$ cat src/common/sfbt_pkg.sv
`default_nettype none
package sfbt_pkg;

  // System clock rate in its two handy units
  localparam int unsigned CLK_MHZ = 25;
  localparam int unsigned CLK_KHZ = 25000;

  // Self-timed maximum durations, in the unit printed
  localparam int unsigned T_WP_US = 1;
  localparam int unsigned T_EDPD_US = 3;
  localparam int unsigned T_RDPD_US = 35;
  localparam int unsigned T_XFR_US = 200;
  localparam int unsigned T_COMP_US = 200;
  localparam int unsigned T_EP_MS = 35;
  localparam int unsigned T_P_MS = 4;
  localparam int unsigned T_PE_MS = 32;
  localparam int unsigned T_BE_MS = 75;
  localparam int unsigned T_SE_MS = 1300;

  // Longest times as whole cycles; each product is exact, nothing rounds
  localparam int unsigned WP_CYC = T_WP_US * CLK_MHZ;
  localparam int unsigned EDPD_CYC = T_EDPD_US * CLK_MHZ;
  localparam int unsigned RDPD_CYC = T_RDPD_US * CLK_MHZ;
  localparam int unsigned XFR_CYC = T_XFR_US * CLK_MHZ;
  localparam int unsigned COMP_CYC = T_COMP_US * CLK_MHZ;
  localparam int unsigned EP_CYC = T_EP_MS * CLK_KHZ;
  localparam int unsigned P_CYC = T_P_MS * CLK_KHZ;
  localparam int unsigned PE_CYC = T_PE_MS * CLK_KHZ;
  localparam int unsigned BE_CYC = T_BE_MS * CLK_KHZ;
  localparam int unsigned SE_CYC = T_SE_MS * CLK_KHZ;

  // Bits in one command or response byte
  localparam logic [3:0] BYTE_BITS = 4'h8;

  // Command byte codes
  localparam logic [7:0] OP_XFR = 8'h10;
  localparam logic [7:0] OP_COMP = 8'h11;
  localparam logic [7:0] OP_EP = 8'h20;
  localparam logic [7:0] OP_PROG = 8'h21;
  localparam logic [7:0] OP_PERASE = 8'h30;
  localparam logic [7:0] OP_BERASE = 8'h31;
  localparam logic [7:0] OP_SERASE = 8'h32;
  localparam logic [7:0] OP_DPD = 8'h40;
  localparam logic [7:0] OP_RESUME = 8'h41;

  // Response byte field positions
  localparam int unsigned ST_READY_BIT = 7;
  localparam int unsigned ST_PROT_BIT = 6;
  localparam int unsigned ST_MODE3_BIT = 5;

  typedef enum logic [1:0] {
    SFBT_READY = 2'b00,
    SFBT_BUSY = 2'b01,
    SFBT_DPD = 2'b10,
    SFBT_WAKE = 2'b11
  } sfbt_state_e;

endpackage
`default_nettype wire

$ cat src/logic/sfbt_device.sv
// Functional notes
// - Input bits sampled on rising clock, output bits shifted on falling clock.
// - Clock level when select falls picks mode 0 or mode 3.
// - Output bit is valid during the clock low phase.
// - Output may also settle after low phase; valid up to interface maximum.
// - Deep power-down reached within 3 us after select rises.
// - Resume reaches standby within 35 us; host waits meanwhile.
// - Write-protect low enables protection, high disables it, within 1 us.
// - Page to buffer transfer self-timed, at most 200 us, busy meanwhile.
// - Page to buffer compare self-timed, at most 200 us, busy meanwhile.
// - Page erase and program self-timed, at most 35 ms.
// - Page program self-timed, at most 4 ms.
// - Page erase self-timed, at most 32 ms.
// - Block erase self-timed, at most 75 ms.
// - Sector erase self-timed, at most 1.3 s.
// - Response byte starts on falling edge after last command bit; none is driven in deep power-down.
`timescale 1ns/1ns
`default_nettype none

module sfbt_sync #(
  parameter int unsigned WIDTH = 1
) (
  input wire logic clk, // Sampling clock
  input wire logic rst_n, // Asynchronous reset, active low
  input wire logic [WIDTH-1:0] async_in, // Signals from outside the domain
  output logic [WIDTH-1:0] sync_out // Two flops later
);
  logic [WIDTH-1:0] meta_q;
  logic [WIDTH-1:0] sync_q;
  always_ff @(posedge clk or negedge rst_n)
  begin
    if (!rst_n)
    begin
      meta_q <= '1;
      sync_q <= '1;
    end
    else
    begin
      meta_q <= async_in;
      sync_q <= meta_q;
    end
  end
  assign sync_out = sync_q;
endmodule // sfbt_sync

module sfbt_device
  import sfbt_pkg::*;
#(
  parameter int unsigned XFR_CYCLES = XFR_CYC,
  parameter int unsigned COMP_CYCLES = COMP_CYC,
  parameter int unsigned EP_CYCLES = EP_CYC,
  parameter int unsigned P_CYCLES = P_CYC,
  parameter int unsigned PE_CYCLES = PE_CYC,
  parameter int unsigned BE_CYCLES = BE_CYC,
  parameter int unsigned SE_CYCLES = SE_CYC
) (
  input wire logic sys_clk, // 25 MHz system clock
  input wire logic reset_n, // Asynchronous reset, active low
  input wire logic cs_n, // Chip select pin, active low
  input wire logic sck, // Serial clock pin
  input wire logic si, // Serial data in pin
  input wire logic wp_n, // Write-protect pin, active low
  input wire logic dev_reset_n, // Device reset pin, active low
  output logic so, // Serial data out
  output logic so_oe, // Output enable for serial data out
  output logic ready, // High when no self-timed work is running and not in deep power-down
  output logic protect_on, // Hardware sector protection active
  output logic deep_pd, // Device in deep power-down
  output logic mode3 // Clock idled high at last selection
);

  logic [4:0] pins_sync;
  logic cs_s;
  logic sck_s;
  logic si_s;
  logic wp_s;
  logic rstp_s;
  sfbt_sync #(.WIDTH(5)) u_sync (
    .clk(sys_clk),
    .rst_n(reset_n),
    .async_in({dev_reset_n, wp_n, si, sck, cs_n}),
    .sync_out(pins_sync)
  );
  assign cs_s = pins_sync[0];
  assign sck_s = pins_sync[1];
  assign si_s = pins_sync[2];
  assign wp_s = pins_sync[3];
  assign rstp_s = pins_sync[4];

  // Edge detection on the synchronised pins
  logic sck_prev_q;
  logic cs_prev_q;
  logic sck_rise;
  logic sck_fall;
  logic cs_fall;
  logic cs_rise;

  always_ff @(posedge sys_clk or negedge reset_n)
  begin
    if (!reset_n)
    begin
      sck_prev_q <= 1'b1; // Same level as the synchroniser after reset
      cs_prev_q <= 1'b1;
    end
    else
    begin
      sck_prev_q <= sck_s;
      cs_prev_q <= cs_s;
    end
  end

  assign sck_rise = sck_s & ~sck_prev_q;
  assign sck_fall = ~sck_s & sck_prev_q;
  assign cs_fall = ~cs_s & cs_prev_q;
  assign cs_rise = cs_s & ~cs_prev_q;

  // Link state
  logic [3:0] bit_cnt_q, bit_cnt_d;
  logic [7:0] cmd_q, cmd_d;
  logic [7:0] sr_q, sr_d;
  logic armed_q, armed_d;
  logic out_act_q, out_act_d;
  logic mode3_q, mode3_d;
  logic so_q, so_d;
  logic so_oe_q, so_oe_d;
  logic [7:0] status;
  sfbt_state_e st_q, st_d;
  logic [31:0] cnt_q, cnt_d;
  logic protect_q, protect_d, ready_q, ready_d, dpd_q, dpd_d;
  logic cmd_done;

  always_comb
  begin
    status = 8'h00;
    status[ST_READY_BIT] = (st_q == SFBT_READY);
    status[ST_PROT_BIT] = protect_q;
    status[ST_MODE3_BIT] = mode3_q;
  end

  always_comb
  begin
    bit_cnt_d = bit_cnt_q;
    cmd_d = cmd_q;
    sr_d = sr_q;
    armed_d = armed_q;
    out_act_d = out_act_q;
    mode3_d = mode3_q;
    so_d = so_q;
    so_oe_d = so_oe_q;
    if (!rstp_s)
    begin
      // Select is expected high here, so the link simply idles
      bit_cnt_d = 4'h0;
      armed_d = 1'b0;
      out_act_d = 1'b0;
      so_oe_d = 1'b0;
    end
    else if (cs_fall)
    begin
      mode3_d = sck_s;
      bit_cnt_d = 4'h0;
      armed_d = 1'b0;
      out_act_d = 1'b0;
    end
    else if (cs_s)
    begin
      out_act_d = 1'b0;
      so_oe_d = 1'b0;
    end
    else
    begin
      if (sck_rise)
      begin
        // In mode 3 the first edge is a fall; it must not shift data
        armed_d = 1'b1;
        if (bit_cnt_q < BYTE_BITS)
        begin
          cmd_d = {cmd_q[6:0], si_s};
          bit_cnt_d = bit_cnt_q + 4'h1;
        end
      end
      if (sck_fall && armed_q && bit_cnt_q == BYTE_BITS && st_q != SFBT_DPD)
      begin
        // Bit leaves on the fall so it is valid in the low phase
        out_act_d = 1'b1;
        so_oe_d = 1'b1;
        if (!out_act_q)
        begin
          so_d = status[7];
          sr_d = {status[6:0], status[7]};
        end
        else
        begin
          // Status byte repeats for as long as the host keeps clocking
          so_d = sr_q[7];
          sr_d = {sr_q[6:0], sr_q[7]};
        end
      end
    end
  end

  always_ff @(posedge sys_clk or negedge reset_n)
  begin
    if (!reset_n)
    begin
      bit_cnt_q <= 4'h0;
      cmd_q <= 8'h00;
      sr_q <= 8'h00;
      armed_q <= 1'b0;
      out_act_q <= 1'b0;
      mode3_q <= 1'b0;
      so_q <= 1'b0;
      so_oe_q <= 1'b0;
    end
    else
    begin
      bit_cnt_q <= bit_cnt_d;
      cmd_q <= cmd_d;
      sr_q <= sr_d;
      armed_q <= armed_d;
      out_act_q <= out_act_d;
      mode3_q <= mode3_d;
      so_q <= so_d;
      so_oe_q <= so_oe_d;
    end
  end

  // A command counts when at least one whole byte came before deselect; extra bits are ignored
  assign cmd_done = cs_rise && bit_cnt_q == BYTE_BITS;

  always_comb
  begin
    st_d = st_q;
    cnt_d = cnt_q;
    // Pin sync and the protect register add three cycles, far inside the allowed window
    protect_d = ~wp_s;
    if (!rstp_s)
    begin
      // Device reset aborts any self-timed work
      st_d = SFBT_READY;
      cnt_d = 32'h0;
    end
    else
    begin
      case (st_q)
        SFBT_READY:
        begin
          if (cmd_done)
          begin
            st_d = SFBT_BUSY;
            case (cmd_q)
              OP_XFR: cnt_d = XFR_CYCLES - 1;
              OP_COMP: cnt_d = COMP_CYCLES - 1;
              OP_EP: cnt_d = EP_CYCLES - 1;
              OP_PROG: cnt_d = P_CYCLES - 1;
              OP_PERASE: cnt_d = PE_CYCLES - 1;
              OP_BERASE: cnt_d = BE_CYCLES - 1;
              OP_SERASE: cnt_d = SE_CYCLES - 1;
              OP_DPD: st_d = SFBT_DPD;
              default: st_d = SFBT_READY;
            endcase
          end
        end
        SFBT_BUSY:
        begin
          // New array commands are ignored until the timer ends
          if (cnt_q == 32'h0)
          begin
            st_d = SFBT_READY;
          end
          else
          begin
            cnt_d = cnt_q - 32'h1;
          end
        end
        SFBT_DPD:
        begin
          // Only the resume command is heard in deep power-down
          if (cmd_done && cmd_q == OP_RESUME)
          begin
            st_d = SFBT_WAKE;
            cnt_d = RDPD_CYC - 1;
          end
        end
        SFBT_WAKE:
        begin
          if (cnt_q == 32'h0)
          begin
            st_d = SFBT_READY;
          end
          else
          begin
            cnt_d = cnt_q - 32'h1;
          end
        end
        default:
        begin
          st_d = SFBT_READY;
        end
      endcase
    end
    ready_d = (st_d == SFBT_READY);
    dpd_d = (st_d == SFBT_DPD);
  end

  always_ff @(posedge sys_clk or negedge reset_n)
  begin
    if (!reset_n)
    begin
      st_q <= SFBT_READY;
      cnt_q <= 32'h0;
      protect_q <= 1'b0;
      ready_q <= 1'b1;
      dpd_q <= 1'b0;
    end
    else
    begin
      st_q <= st_d;
      cnt_q <= cnt_d;
      protect_q <= protect_d;
      ready_q <= ready_d;
      dpd_q <= dpd_d;
    end
  end

  assign so = so_q;
  assign so_oe = so_oe_q;
  assign ready = ready_q;
  assign protect_on = protect_q;
  assign deep_pd = dpd_q;
  assign mode3 = mode3_q;

endmodule // sfbt_device

`default_nettype wire

$ cat config.mk
export PLATFORM = sky130hd
export DESIGN_NAME = sfbt_device
export DESIGN_NICKNAME = d
export VERILOG_FILES = /design/src/common/sfbt_pkg.sv /design/src/logic/sfbt_device.sv
export SDC_FILE = /design/constraint.sdc
export NUM_CORES = 1
export LEC_CHECK = 0
export BUFFER_PORTS_ARGS = -buffer_cell sky130_fd_sc_hd__buf_2
export CELL_PAD_IN_SITES_DETAIL_PLACEMENT = 1
export CELL_PAD_IN_SITES_GLOBAL_PLACEMENT = 1
export CORE_ASPECT_RATIO = 1.2
export CORE_MARGIN = 2
export CORE_UTILIZATION = 30
export DETAILED_ROUTE_END_ITERATION = 7
export PLACE_DENSITY = 0.62
export SLEW_MARGIN = 20
export SYNTH_ARGS = -nofsm -noshare
export SYNTH_HDL_FRONTEND = slang
export SYNTH_HIERARCHICAL = 1
export SYNTH_SLANG_ARGS = --single-unit
$ cat constraint.sdc
create_clock -name sys_clk -period 4.36 [get_ports sys_clk]
set_input_delay 0.872 -clock sys_clk [delete_from_list [all_inputs] [get_ports sys_clk]]
set_output_delay 0.872 -clock sys_clk [all_outputs]
set_load 0.03 [all_outputs]
==> results of run 1 <==
-- worst register-to-register path: cells and delay by family, from the launching register on --
kind	cells	cell delay, ps
DFF	1	440
and+or+nand+nor	4	1760
muxes	1	240
AOI/OAI and AO/OA	1	480
-- power by group through the flow --
stage	Clock, mW	Sequential [mW]	Combinational [mW]
6_report	0.725	0.733	0.105
3_5_place_dp	0	0.745	0.105
2_1_floorplan	0	0.727	0.0786
5_1_grt	0.770	0.737	0.118
4_1_cts	0.741	0.733	0.106
3_3_place_gp	0	0.745	0.103
-- cell type report --
class / instances / area, um^2 / share of cell area
clock inverters: 7 / 58.8 / 0.0129
inverters: 17 / 63.8 / 0.0140
multi-input cells: 327 / 2070 / 0.456
well taps: 168 / 210 / 0.0462
flip-flops and latches: 73 / 1840 / 0.405
clock buffers: 9 / 225 / 0.0495
repair buffers: 14 / 77.6 / 0.0170
-- cell usage in the layout (no fill, tap or decap), types with 3 or more instances in the layout --
cell / count
a21o_1: 6
a21oi_1: 19
a22o_1: 6
a31o_2: 4
a31oi_1: 3
and2_1: 3
and3_1: 5
buf_2: 11
buf_4: 3
clkbuf_16: 9
dfrtp_1: 60
dfstp_2: 13
ha_1: 4
inv_1: 17
inv_6: 4
mux2_2: 7
mux2i_1: 3
nand2_1: 34
nand2b_1: 5
nand3_1: 22
nand3b_1: 6
nand4_1: 8
nor2_1: 36
nor2b_1: 5
nor3_1: 18
nor4_1: 9
nor4b_1: 4
o21ai_0: 36
o31ai_1: 5
o32ai_1: 3
or2_2: 3
or3_1: 10
or4_1: 3
or4_4: 3
xor2_1: 5
-- logic make-up after synthesis --
family / count (synthesis)
xor gates and xnor gates: 6
DFF: 73
and+or+nand+nor: 189
buffers and inverters: 40
adders and majority gates: 4
muxes: 10
AOI/OAI and AO/OA: 118
-- cells in the mapped netlist (all sizes together) (3+ instances only) --
| library cell | count |
|---|---|
| dfrtp | 60 |
| o21ai | 39 |
| nor2 | 36 |
| nand2 | 35 |
| nand3 | 22 |
| a21oi | 20 |
| nor3 | 18 |
| inv | 17 |
| clkbuf | 16 |
| dfstp | 13 |
| nor4 | 10 |
| or3 | 10 |
| nand4 | 8 |
| buf | 7 |
| mux2 | 7 |
| a21o | 6 |
| a22o | 6 |
| nand3b | 6 |
| o31ai | 6 |
| or2 | 6 |
| or4 | 6 |
| and3 | 5 |
| nand2b | 5 |
| nor2b | 5 |
| xor2 | 5 |
| a31o | 4 |
| ha | 4 |
| nor4b | 4 |
| a22oi | 3 |
| a31oi | 3 |
| and2 | 3 |
| mux2i | 3 |
| nor3b | 3 |
| o32ai | 3 |
-- metal layers --
metal,routed length [um],track usage,part of all wire,vias to the layer above
li1,-,-,-,1642
met2,5650,0.272,0.48,67
met4,261,0.0757,0.022,0
met3,389,0.0317,0.033,19
met1,5510,0.226,0.47,1781
met5,0,0,0,-
-- worst max-delay path by stage --
stage                            end                  from
2_1_floorplan  cnt_q[20]$_DFFE_PN0P_  cnt_q[0]$_DFFE_PN0P_
3_3_place_gp   cnt_q[11]$_DFFE_PN0P_  cnt_q[9]$_DFFE_PN0P_
3_5_place_dp    cnt_q[8]$_DFFE_PN0P_  cnt_q[9]$_DFFE_PN0P_
4_1_cts         cnt_q[8]$_DFFE_PN0P_  cnt_q[9]$_DFFE_PN0P_
5_1_grt         cnt_q[8]$_DFFE_PN0P_  cnt_q[8]$_DFFE_PN0P_
6_report        cnt_q[8]$_DFFE_PN0P_  cnt_q[8]$_DFFE_PN0P_
-- sequential cells by signal (all words and copies together) (netlist names) --
name / cells
st_q: 2
protect_on: 1
cmd_q: 8
mode3: 1
sr_q: 8
so_oe: 1
cnt_q: 32
bit_cnt_q: 4
u_sync/meta_q: 5
u_sync/sync_out: 5
ready: 1
sck_prev_q: 1
deep_pd: 1
out_act_q: 1
cs_prev_q: 1
armed_q: 1
==> out/metrics.yaml, run 1 <==
status:
  outcome: "finished clean"
timing:
  worst_pin_slew_ps: 952
  finClkSkew_ps: 9.17
  setup_tns_ps: 0
  fmax_ghz: 0.332
  finalCritPeriodShare: 0.692
  hold_viol_final: 0
  slew_viol_final: 0
  final-setup-viol-count: 0
  rsz0062_at_grt: "no"
  maxSlewHeadroom: 0.365
  fin_hold_ws_ps: 353
  finalCriticalPeriod_ps: 3020
  postLayoutSetupSlackWorst_ps: 1340
power:
  pwr-share-comb: 0.067
  p_sw_frac: 0.276
  total_leakage_power_nw: 2.00
  powerDensity_nw_per_um2: 343
  p_sw_mw: 0.431
  p_int_mw: 1.13
  clockPowerShare: 0.464
  vdd_drop_max_mv: 0.193
  finalPower_mw: 1.56
  p_seq_frac: 0.469
synthesis:
  synth_compound_area_frac: 0.202
  synthSimpleGateAreaFrac: 0.251
  synth_top_family_by_area: "simple AND/OR/NAND/NOR gates"
  async_flop_share: 1.00
  synth_xor_area_frac: 0.0128
  yosys_warnings: 6
  yosys.area.top_type: "dfrtp_1"
  synth_area_leaders: "dfrtp_1 36%, dfstp_2 8.3%, o21ai_0 4.4%"
  ys_ff_latch: 73
  synthesis.nets: 451
  synth_flop_cell: "dfrtp_1"
  netlist.area_leader.share: 0.365
  seq_area_frac_synth: 0.448
  synthAdderAreaFrac: 0.0122
  synth_cell_types: 74
  synth.avg_cell_area_um2: 9.35
  syn_area_um2: 4120
  synthCells: 440
  synth_edf_count: 0
  muxShareOfSynthArea: 0.0265
run:
  drv_cap: 0
setup_path:
  reg2reg_slack_ps: 1340
  max_stage_delay_ps: 540
  cp_num_buf_inv: 0
  critPathKind: "reg -> reg"
  arrival_ps: 3260
  worstSetupStartpointType: "flop"
  worstPathCellList: "nor4_1, nand4_1, o31ai_4, nand2_1, mux2i_1, nor4_1"
  crit_path_end_kind: "flop"
  cp_top_family: "simple AND/OR/NAND/NOR gates"
  reg2reg_from: "cnt_q[8]$_DFFE_PN0P_"
  required_ps: 4600
  crit_top_cell: "nor4_1"
  cp_slowest_cell: "nor4_1"
  timing.rr.end: "cnt_q[8]$_DFFE_PN0P_"
  r2r_cells: 6
  critPathMaxFanout: 12
  path_depth: 6
clock_tree:
  clk_latency_ps: 350
  cts_setup_buffers: 0
  htree_levels: 3
  cts.path.max_buffers: 2
  cts_inserted_buffers: 9
  hold_buffers: 0
  tritoncts: "done"
  clk_pin_slew_worst_paths_ps: 70
  cts_root_buffer: "clkbuf_16"
  cts.sinks: 73
  cts_resized: 0
place:
  pre_cts_ws_ps: 1410
  dpl_cell_area_um2: 4270
  post-place-cells: 599
  gp_congestion: 0.846
  io_buffers: 12
  hpwl_mm: 8.25
floorplan:
  die_y_um: 132
  die-area_um2: 14700
  die_width_um: 111
  io_pins: 13
  core_region_area_um2: 13300
  num_rows: 46
  initial_core_util: 0.310
layout:
  fin_nets: 453
  area_growth_pct: 10.6
  layoutNonFillerInstCount: 615
  fillers: 1512
  post-route-util: 0.342
  n_antenna_cell: 0
  fin_area_um2: 4550
  layout-drive-gt1-share: 0.159
worst_hold_path:
  hold_start: "u_sync/meta_q[1]$_DFF_PN1_"
  holdPathStages: 0
  worstHoldEndpoint: "u_sync/sync_out[1]$_DFF_PN1_"
  hold_path_class: "reg -> reg"
drt:
  antenna_left: 0
  wire_per_inst_um: 19.2
  drc_errors: 0
  wl_mm: 11.8
  viasPerCell: 5.71
  via_count: 3509
  drtIter0Drc: 97
  first_pass_iters: 4
global_route:
  grt_max_degree: 74
  grtUsageTotal: 0.171
  antenna_found_initial: 0
  grt_remaining_overflow: 0
  grt_pass1_wl_mm: 19.9
  grt_pass1_vias: 3659
Power figures use the tool's default switching activity.
==> run 2: changes to the inputs <==
Settings changed: ABC_AREA from default to 1, PLACE_DENSITY 0.62 to 0.67.
Clock period 4.36 ns to 2.6 ns, I/O delays scaled along.
==> run 2 against run 1 <==
Area after synthesis is 4.2% higher. Hold slack worse by 210 ps. Sequential power is 64% higher. Total power is 77% higher. Sequential share of layout area is 2.3 points lower. Global-route usage is 0.71 points higher. Core utilization is 0.54 points higher. Design area is 6.0% higher. Wire length is 5.4% higher. Critical endpoint is now cnt_q[20]$_DFFE_PN0P_.
==> out/metrics.yaml, run 2 <==
status:
  outcome: "finished clean"
timing:
  hold_viol_final: 0  # unchanged
  final-setup-viol-count: 0  # unchanged
  maxSlewHeadroom: 0.574  # +0.209
  slew_viol_final: 0  # unchanged
  rsz0062_at_grt: "no"
  fmax_ghz: 0.461  # +39%
  setup_tns_ps: 0  # unchanged
  finalCriticalPeriod_ps: 2170  # -846 ps
  finalCritPeriodShare: 0.835  # +0.143
  finClkSkew_ps: 7.14  # -2.04 ps
  worst_pin_slew_ps: 638  # -314 ps
synthesis:
  ys_ff_latch: 73  # unchanged
  synth_xor_area_frac: 0.0143  # +0.00152
  syn_area_um2: 4290  # +4.2%
  synth_cell_types: 32  # -57%
  synth_edf_count: 0  # unchanged
  synth_flop_cell: "dfrtp_1"
  netlist_top_cells_count: "182 x nand2_1, 88 x nor2_1, 66 x inv_1"
  synthesis.nets: 613  # +36%
  muxShareOfSynthArea: 0.00233  # -0.0241
  synth.avg_cell_area_um2: 7.12  # -24%
  yosysMostFrequentCell: "nand2_1"
  yosys.area.top_type: "dfrtp_1"
  synthAdderAreaFrac: 0.0117  # -0.000493
  synth_top_family_by_area: "simple AND/OR/NAND/NOR gates"
  seq_area_frac_synth: 0.430  # -0.0182
  synth_compound_area_frac: 0.0831  # -0.119
  yosys_warnings: 6  # unchanged
  synthSimpleGateAreaFrac: 0.372  # +0.121
  async_flop_share: 1.00  # unchanged
  synth_area_leaders: "dfrtp_1 35%, nand2_1 16%, dfstp_2 8.0%"
  netlist.area_leader.share: 0.350  # -0.0148
  synthCells: 602  # +37%
floorplan:
  num_rows: 47  # +2.2%
  core_region_area_um2: 13900  # +4.4%
  die_y_um: 135  # +2.0%
  initial_core_util: 0.309  # -0.000472
  io_pins: 13  # unchanged
  die-area_um2: 15300  # +4.1%
  die_width_um: 113  # +2.0%
setup_path:
  worstPathCellList: "inv_1, ha_1, nand2_1, nor2_1, nand2_1, inv_1, nand3_1, nand3_1, o21ai_0, nand2_1, nand2_1"
  reg2reg_slack_ps: 430  # -910 ps
  crit_top_cell: "nand2_1"
  critPathKind: "reg -> reg"
  max_stage_delay_ps: 430  # -110 ps
  required_ps: 2840  # -1760 ps
  cp_top_family: "simple AND/OR/NAND/NOR gates"
  arrival_ps: 2410  # -850 ps
  critPathMaxFanout: 6  # -6
  worstSetupStartpointType: "flop"
  cp_slowest_cell: "nor2_1"
  cp_num_buf_inv: 2  # +2
  crit_path_end_kind: "flop"
layout:
  fillers: 1736  # +15%
  area_growth_pct: 12.5
  top_register: "cnt_q"
  fin_nets: 629  # +39%
  largestRegisters: "cnt_q (32), cmd_q (8), sr_q (8)"
  layoutNonFillerInstCount: 794  # +29%
  largest_reg_flops: 32  # unchanged
  layout_common_cells: "182 x nand2_1, 88 x nor2_1, 66 x inv_1, 60 x dfrtp_1, 48 x nand3_1"
  layout-drive-gt1-share: 0.132  # -0.0272
  final_common_cell: "nand2_1"
  post-route-util: 0.348  # +0.00536
  n_antenna_cell: 0  # unchanged
clock_tree:
  cts_resized: 0  # unchanged
  tritoncts: "done"
  cts_setup_buffers: 0  # unchanged
  clk_latency_ps: 350  # about the same
  hold_buffers: 0  # unchanged
  cts_inserted_buffers: 9  # unchanged
  clk_pin_slew_worst_paths_ps: 60  # about the same
  cts.path.max_buffers: 2  # unchanged
  cts_root_buffer: "clkbuf_16"
  htree_levels: 3  # unchanged
  cts.sinks: 73  # unchanged
drt:
  antenna_left: 0  # unchanged
  drtIter0Drc: 174  # +79%
  via_count: 3880  # +11%
  wl_mm: 12.4  # +5.4%
  viasPerCell: 4.89  # -14%
  drc_errors: 0  # unchanged
  wire_per_inst_um: 15.7  # -18%
  first_pass_iters: 4  # unchanged
power:
  vdd_drop_max_mv: 0.312  # +62%
  powerDensity_nw_per_um2: 572  # +67%
  total_leakage_power_nw: 2.55  # +27%
place:
  gp_congestion: 0.869  # +2.8%
  io_buffers: 12  # unchanged
  hpwl_mm: 9.45  # +15%
  post-place-cells: 778  # +30%
run:
  drv_cap: 0  # unchanged
global_route:
  grt_pass1_wl_mm: 21.3  # +7.0%
  grt_max_degree: 43  # -42%
  grtUsageTotal: 0.178  # +0.00707
  grt_remaining_overflow: 0  # unchanged
  antenna_found_initial: 0  # unchanged
  grt_pass1_vias: 4278  # +17%
worst_hold_path:
  hold_path_class: "in -> async"
run 2: cell types whose count changed in the layout (fill, tap and decap cells not counted), sizes merged, moves of 10 or more:
cell and change:
nand3 +28, nor2 +64, inv +57, or3 -10
nor4 -10, nor3 -14, nand2 +158
run 2: logic make-up (layout without fill, tap and decap cells):
logic type      count (synthesis)  after routing
compound gates                 68             68
xor+xnor                        7              7
fa+ha+maj                       4              4
buf+inv                        88            109
flops                          73             73
mux                             1              1
simple gates                  361            361
run 2: final timing paths:
kind	cells past startpoint	end	startpoint
min reg2reg	0	u_sync/sync_out[0]$_DFF_PN1_	u_sync/meta_q[0]$_DFF_PN1_
min	1	cnt_q[23]$_DFFE_PN0P_	reset_n
max	11	cnt_q[20]$_DFFE_PN0P_	cnt_q[0]$_DFFE_PN0P_
max in group asynchronous	2	cnt_q[7]$_DFFE_PN0P_	reset_n
max reg2reg	11	cnt_q[20]$_DFFE_PN0P_	cnt_q[0]$_DFFE_PN0P_
min in group sys_clk	1	u_sync/meta_q[4]$_DFF_PN1_	dev_reset_n
run 2: cell type report:
type,count,area [um^2],share of cell area
Multi-Input combinational cell,441,2070,0.429
Sequential cell,73,1840,0.382
Inverter,76,285,0.0591
Clock buffer,10,239,0.0495
Tap cell,171,214,0.0443
Timing Repair Buffer,17,100,0.0207
Clock inverter,6,73.8,0.0153
run 2: stage by stage:
stage / hold WS [ps] / power (mW) / cell area, um^2 / setup WS (ps)
floorplan: 224 / 1.38 / 4290 / 913
detailed placement: 348 / 1.47 / 4510 / 435
global placement: 346 / 1.46 / 4510 / 501
finish: 142 / 2.76 / 4830 / 430
CTS: 167 / 2.80 / 4830 / 417
global route: 184 / 2.88 / 4830 / 232
run 2: power breakdown:
group | internal (mW) | switching (mW) | leakage, nW
logic | 0.0690 | 0.173 | 1.43
registers | 1.17 | 0.0296 | 0.965
clock network | 0.781 | 0.535 | 0.154
total | 2.02 | 0.737 | 2.55
run 2: routing by layer:
metal  GRT usage  wire (um)  up-vias
li1            -          -     1939
met2       0.309       6140       23
met5           0          0        -
met1       0.226       5890     1901
met4      0.0556        232        0
met3      0.0296        184       17
==> run 3: changes to the inputs <==
Settings changed: PLACE_DENSITY 0.67 to 0.65.
Clock period 2.6 ns to 2 ns, I/O delays scaled along.
==> run 3 against run 2 <==
Clock power rose by 30%. Total power rose by 31%. Global-route usage rose by 0.052 points. First-iteration DRC count fell by 19%. Die area did not move. Sequential share of layout area fell by 2.9 points. Combinational power rose by 45%. Core utilization rose by 2.9 points. Largest cell class unchanged. Highest routed layer unchanged.
==> out/metrics.yaml, run 3 (synthesis results as in run 2) <==
drt:
  drc_errors: 0  # unchanged
  antenna_left: 0  # unchanged
  first_pass_iters: 4  # unchanged
  via_count: 4055  # +4.5%
  drtIter0Drc: 141  # -19%
  viasPerCell: 4.91  # +0.46%
  wl_mm: 13.1  # +5.3%
  wire_per_inst_um: 15.9  # +1.2%
global_route:
  grt_remaining_overflow: 0  # unchanged
  grtUsageTotal: 0.178  # +0.000519
  grt_pass1_vias: 4346  # +1.6%
  grt_pass1_wl_mm: 21.6  # +1.1%
  antenna_found_initial: 0  # unchanged
  grt_max_degree: 56  # +30%
timing:
  rsz0062_at_grt: "yes"
  final-setup-viol-count: 0  # unchanged
  fmax_ghz: 0.517  # +12%
  setup_tns_ps: 0  # unchanged
  worst_pin_slew_ps: 419  # -219 ps
  hold_viol_final: 0  # unchanged
  finalCriticalPeriod_ps: 1940  # -234 ps
  finClkSkew_ps: 9.18  # +2.04 ps
  maxSlewHeadroom: 0.720  # +0.146
  finalCritPeriodShare: 0.968  # +0.133
  slew_viol_final: 0  # unchanged
clock_tree:
  cts_root_buffer: "clkbuf_16"
  cts_inserted_buffers: 9  # unchanged
  clk_latency_ps: 340  # about the same
  htree_levels: 3  # unchanged
  cts.sinks: 73  # unchanged
  cts.path.max_buffers: 2  # unchanged
  clk_pin_slew_worst_paths_ps: 70  # about the same
  tritoncts: "done"
layout:
  n_antenna_cell: 0  # unchanged
  largestRegisters: "cnt_q (32), cmd_q (8), sr_q (8)"
  area_growth_pct: 21.9
  final-seq-area_um2: 1840  # unchanged
  top_register: "cnt_q"
  largest_reg_flops: 32  # unchanged
  layout-drive-gt1-share: 0.195  # +0.0638
  layout_common_cells: "181 x nand2_1, 81 x nor2_1, 61 x inv_1, 60 x dfrtp_1, 47 x nand3_1"
  multiInputGateArea_um2: 2160  # +4.3%
  post-route-util: 0.377  # +0.0289
  fillers: 1733  # -0.17%
  fin_nets: 661  # +5.1%
  final_common_cell: "nand2_1"
place:
  io_buffers: 12  # unchanged
  gp_congestion: 0.875  # +0.72%
  hpwl_mm: 9.81  # +3.8%
floorplan:
  io_pins: 13  # unchanged
  die-area_um2: 15300  # unchanged
  core_region_area_um2: 13900  # unchanged
  die_y_um: 135  # unchanged
  num_rows: 47  # unchanged
  initial_core_util: 0.309  # unchanged
  die_width_um: 113  # unchanged
setup_path:
  critPathKind: "reg -> reg"
  cp_slowest_cell: "dfrtp_1"
  worstSetupStartpointType: "flop"
  crit_path_end_kind: "flop"
  r2r_cells: 11  # unchanged
  arrival_ps: 2210  # -200 ps
  max_stage_delay_ps: 380  # -50 ps
  critPathMaxFanout: 8  # +2
  reg2reg_from: "cnt_q[18]$_DFFE_PN0P_"
  worstPathCellList: "nor2_1, nand2_1, nor2_4, nand4_4, nand2_2, nor2_4, buf_12, nor2_8, clkbuf_16, nand2_1, nand2_1"
  required_ps: 2280  # -560 ps
  reg2reg_slack_ps: 60  # -370 ps
  timing.rr.end: "cnt_q[0]$_DFFE_PN0P_"
  crit_top_cell: "nand2_1"
power:
  clockPowerShare: 0.473  # -0.004
  vdd_drop_max_mv: 0.361  # +16%
  total_leakage_power_nw: 2.74  # +7.3%
  p_sw_mw: 0.997  # +35%
  p_seq_frac: 0.431  # -0.005
  pwr-share-comb: 0.097  # +0.009
  p_int_mw: 2.62  # +30%
  powerDensity_nw_per_um2: 693  # +21%
  p_sw_frac: 0.275  # +0.00823
status:
  outcome: "finished clean"
worst_hold_path:
  worstHoldEndpoint: "u_sync/meta_q[0]$_DFF_PN1_"
  holdPathStages: 1
  hold_start: "cs_n"
  hold_path_class: "in -> reg"
run:
  drv_cap: 0  # unchanged
run 3: worst max path at each step:
stage / startpoint / endpoint / slack (ps) / cells past startpoint
detailed placement: bit_cnt_q[0]$_DFFE_PN0P_ / cnt_q[15]$_DFFE_PN0P_ / -130 / 12
global placement: bit_cnt_q[0]$_DFFE_PN0P_ / cnt_q[15]$_DFFE_PN0P_ / -50 / 12
floorplan: cnt_q[0]$_DFFE_PN0P_ / cnt_q[20]$_DFFE_PN0P_ / 310 / 11
CTS: bit_cnt_q[0]$_DFFE_PN0P_ / cnt_q[30]$_DFFE_PN0P_ / 30 / 13
finish: cnt_q[18]$_DFFE_PN0P_ / cnt_q[0]$_DFFE_PN0P_ / 60 / 11
global route: cnt_q[9]$_DFFE_PN0P_ / cnt_q[0]$_DFFE_PN0P_ / -40 / 11
run 3: layout make-up:
class	count	share of cell area
clock buffers	9	0.0431
clock inverters	7	0.0158
inverters	76	0.0546
multi-input cells	441	0.413
flip-flops and latches	73	0.352
well taps	171	0.0409
repair buffers	49	0.0799
run 3: power by group through the flow:
stage	Combinational, mW	Sequential, mW	Clock [mW]
global placement	0.327	1.58	0
global route	0.395	1.56	1.81
floorplan	0.212	1.59	0
detailed placement	0.337	1.59	0
CTS	0.341	1.56	1.76
finish	0.350	1.56	1.71
run 3: repair_timing:
action / CTS / global route
gates resized for setup: 1 / 26
setup endpoints to repair: 18 / 36
pin swaps: 1 / 8
hold buffers: 1 / 0
setup buffers: 2 / 9
gates cloned: 0 / 1
endpoints found under the hold margin: 18 / 0
run 3: per-stage QoR:
stage,setup slack [ps],power (mW),hold slack [ps],instance area (um^2),cells
after floorplan,313,1.80,104,4290,602
after global placement,-49.1,1.91,315,4670,797
after detailed placement,-126,1.92,317,4670,797
after CTS,28.8,3.66,139,5010,816
after global routing,-36.5,3.77,137,5230,826
final,64.0,3.62,154,5230,826
run 3: critical path, delay by kind of cell (launching register included):
kind,cells,cell delay (ps)
buf+inv,2,310
flops,1,380
simple gates,9,1170
run 3: per-layer routing:
metal / up-vias / part of all wire / track usage
met5: - / 0 / 0
met4: 0 / 0.023 / 0.0603
met2: 42 / 0.52 / 0.322
met1: 1994 / 0.43 / 0.214
li1: 1997 / - / -
met3: 22 / 0.023 / 0.0301
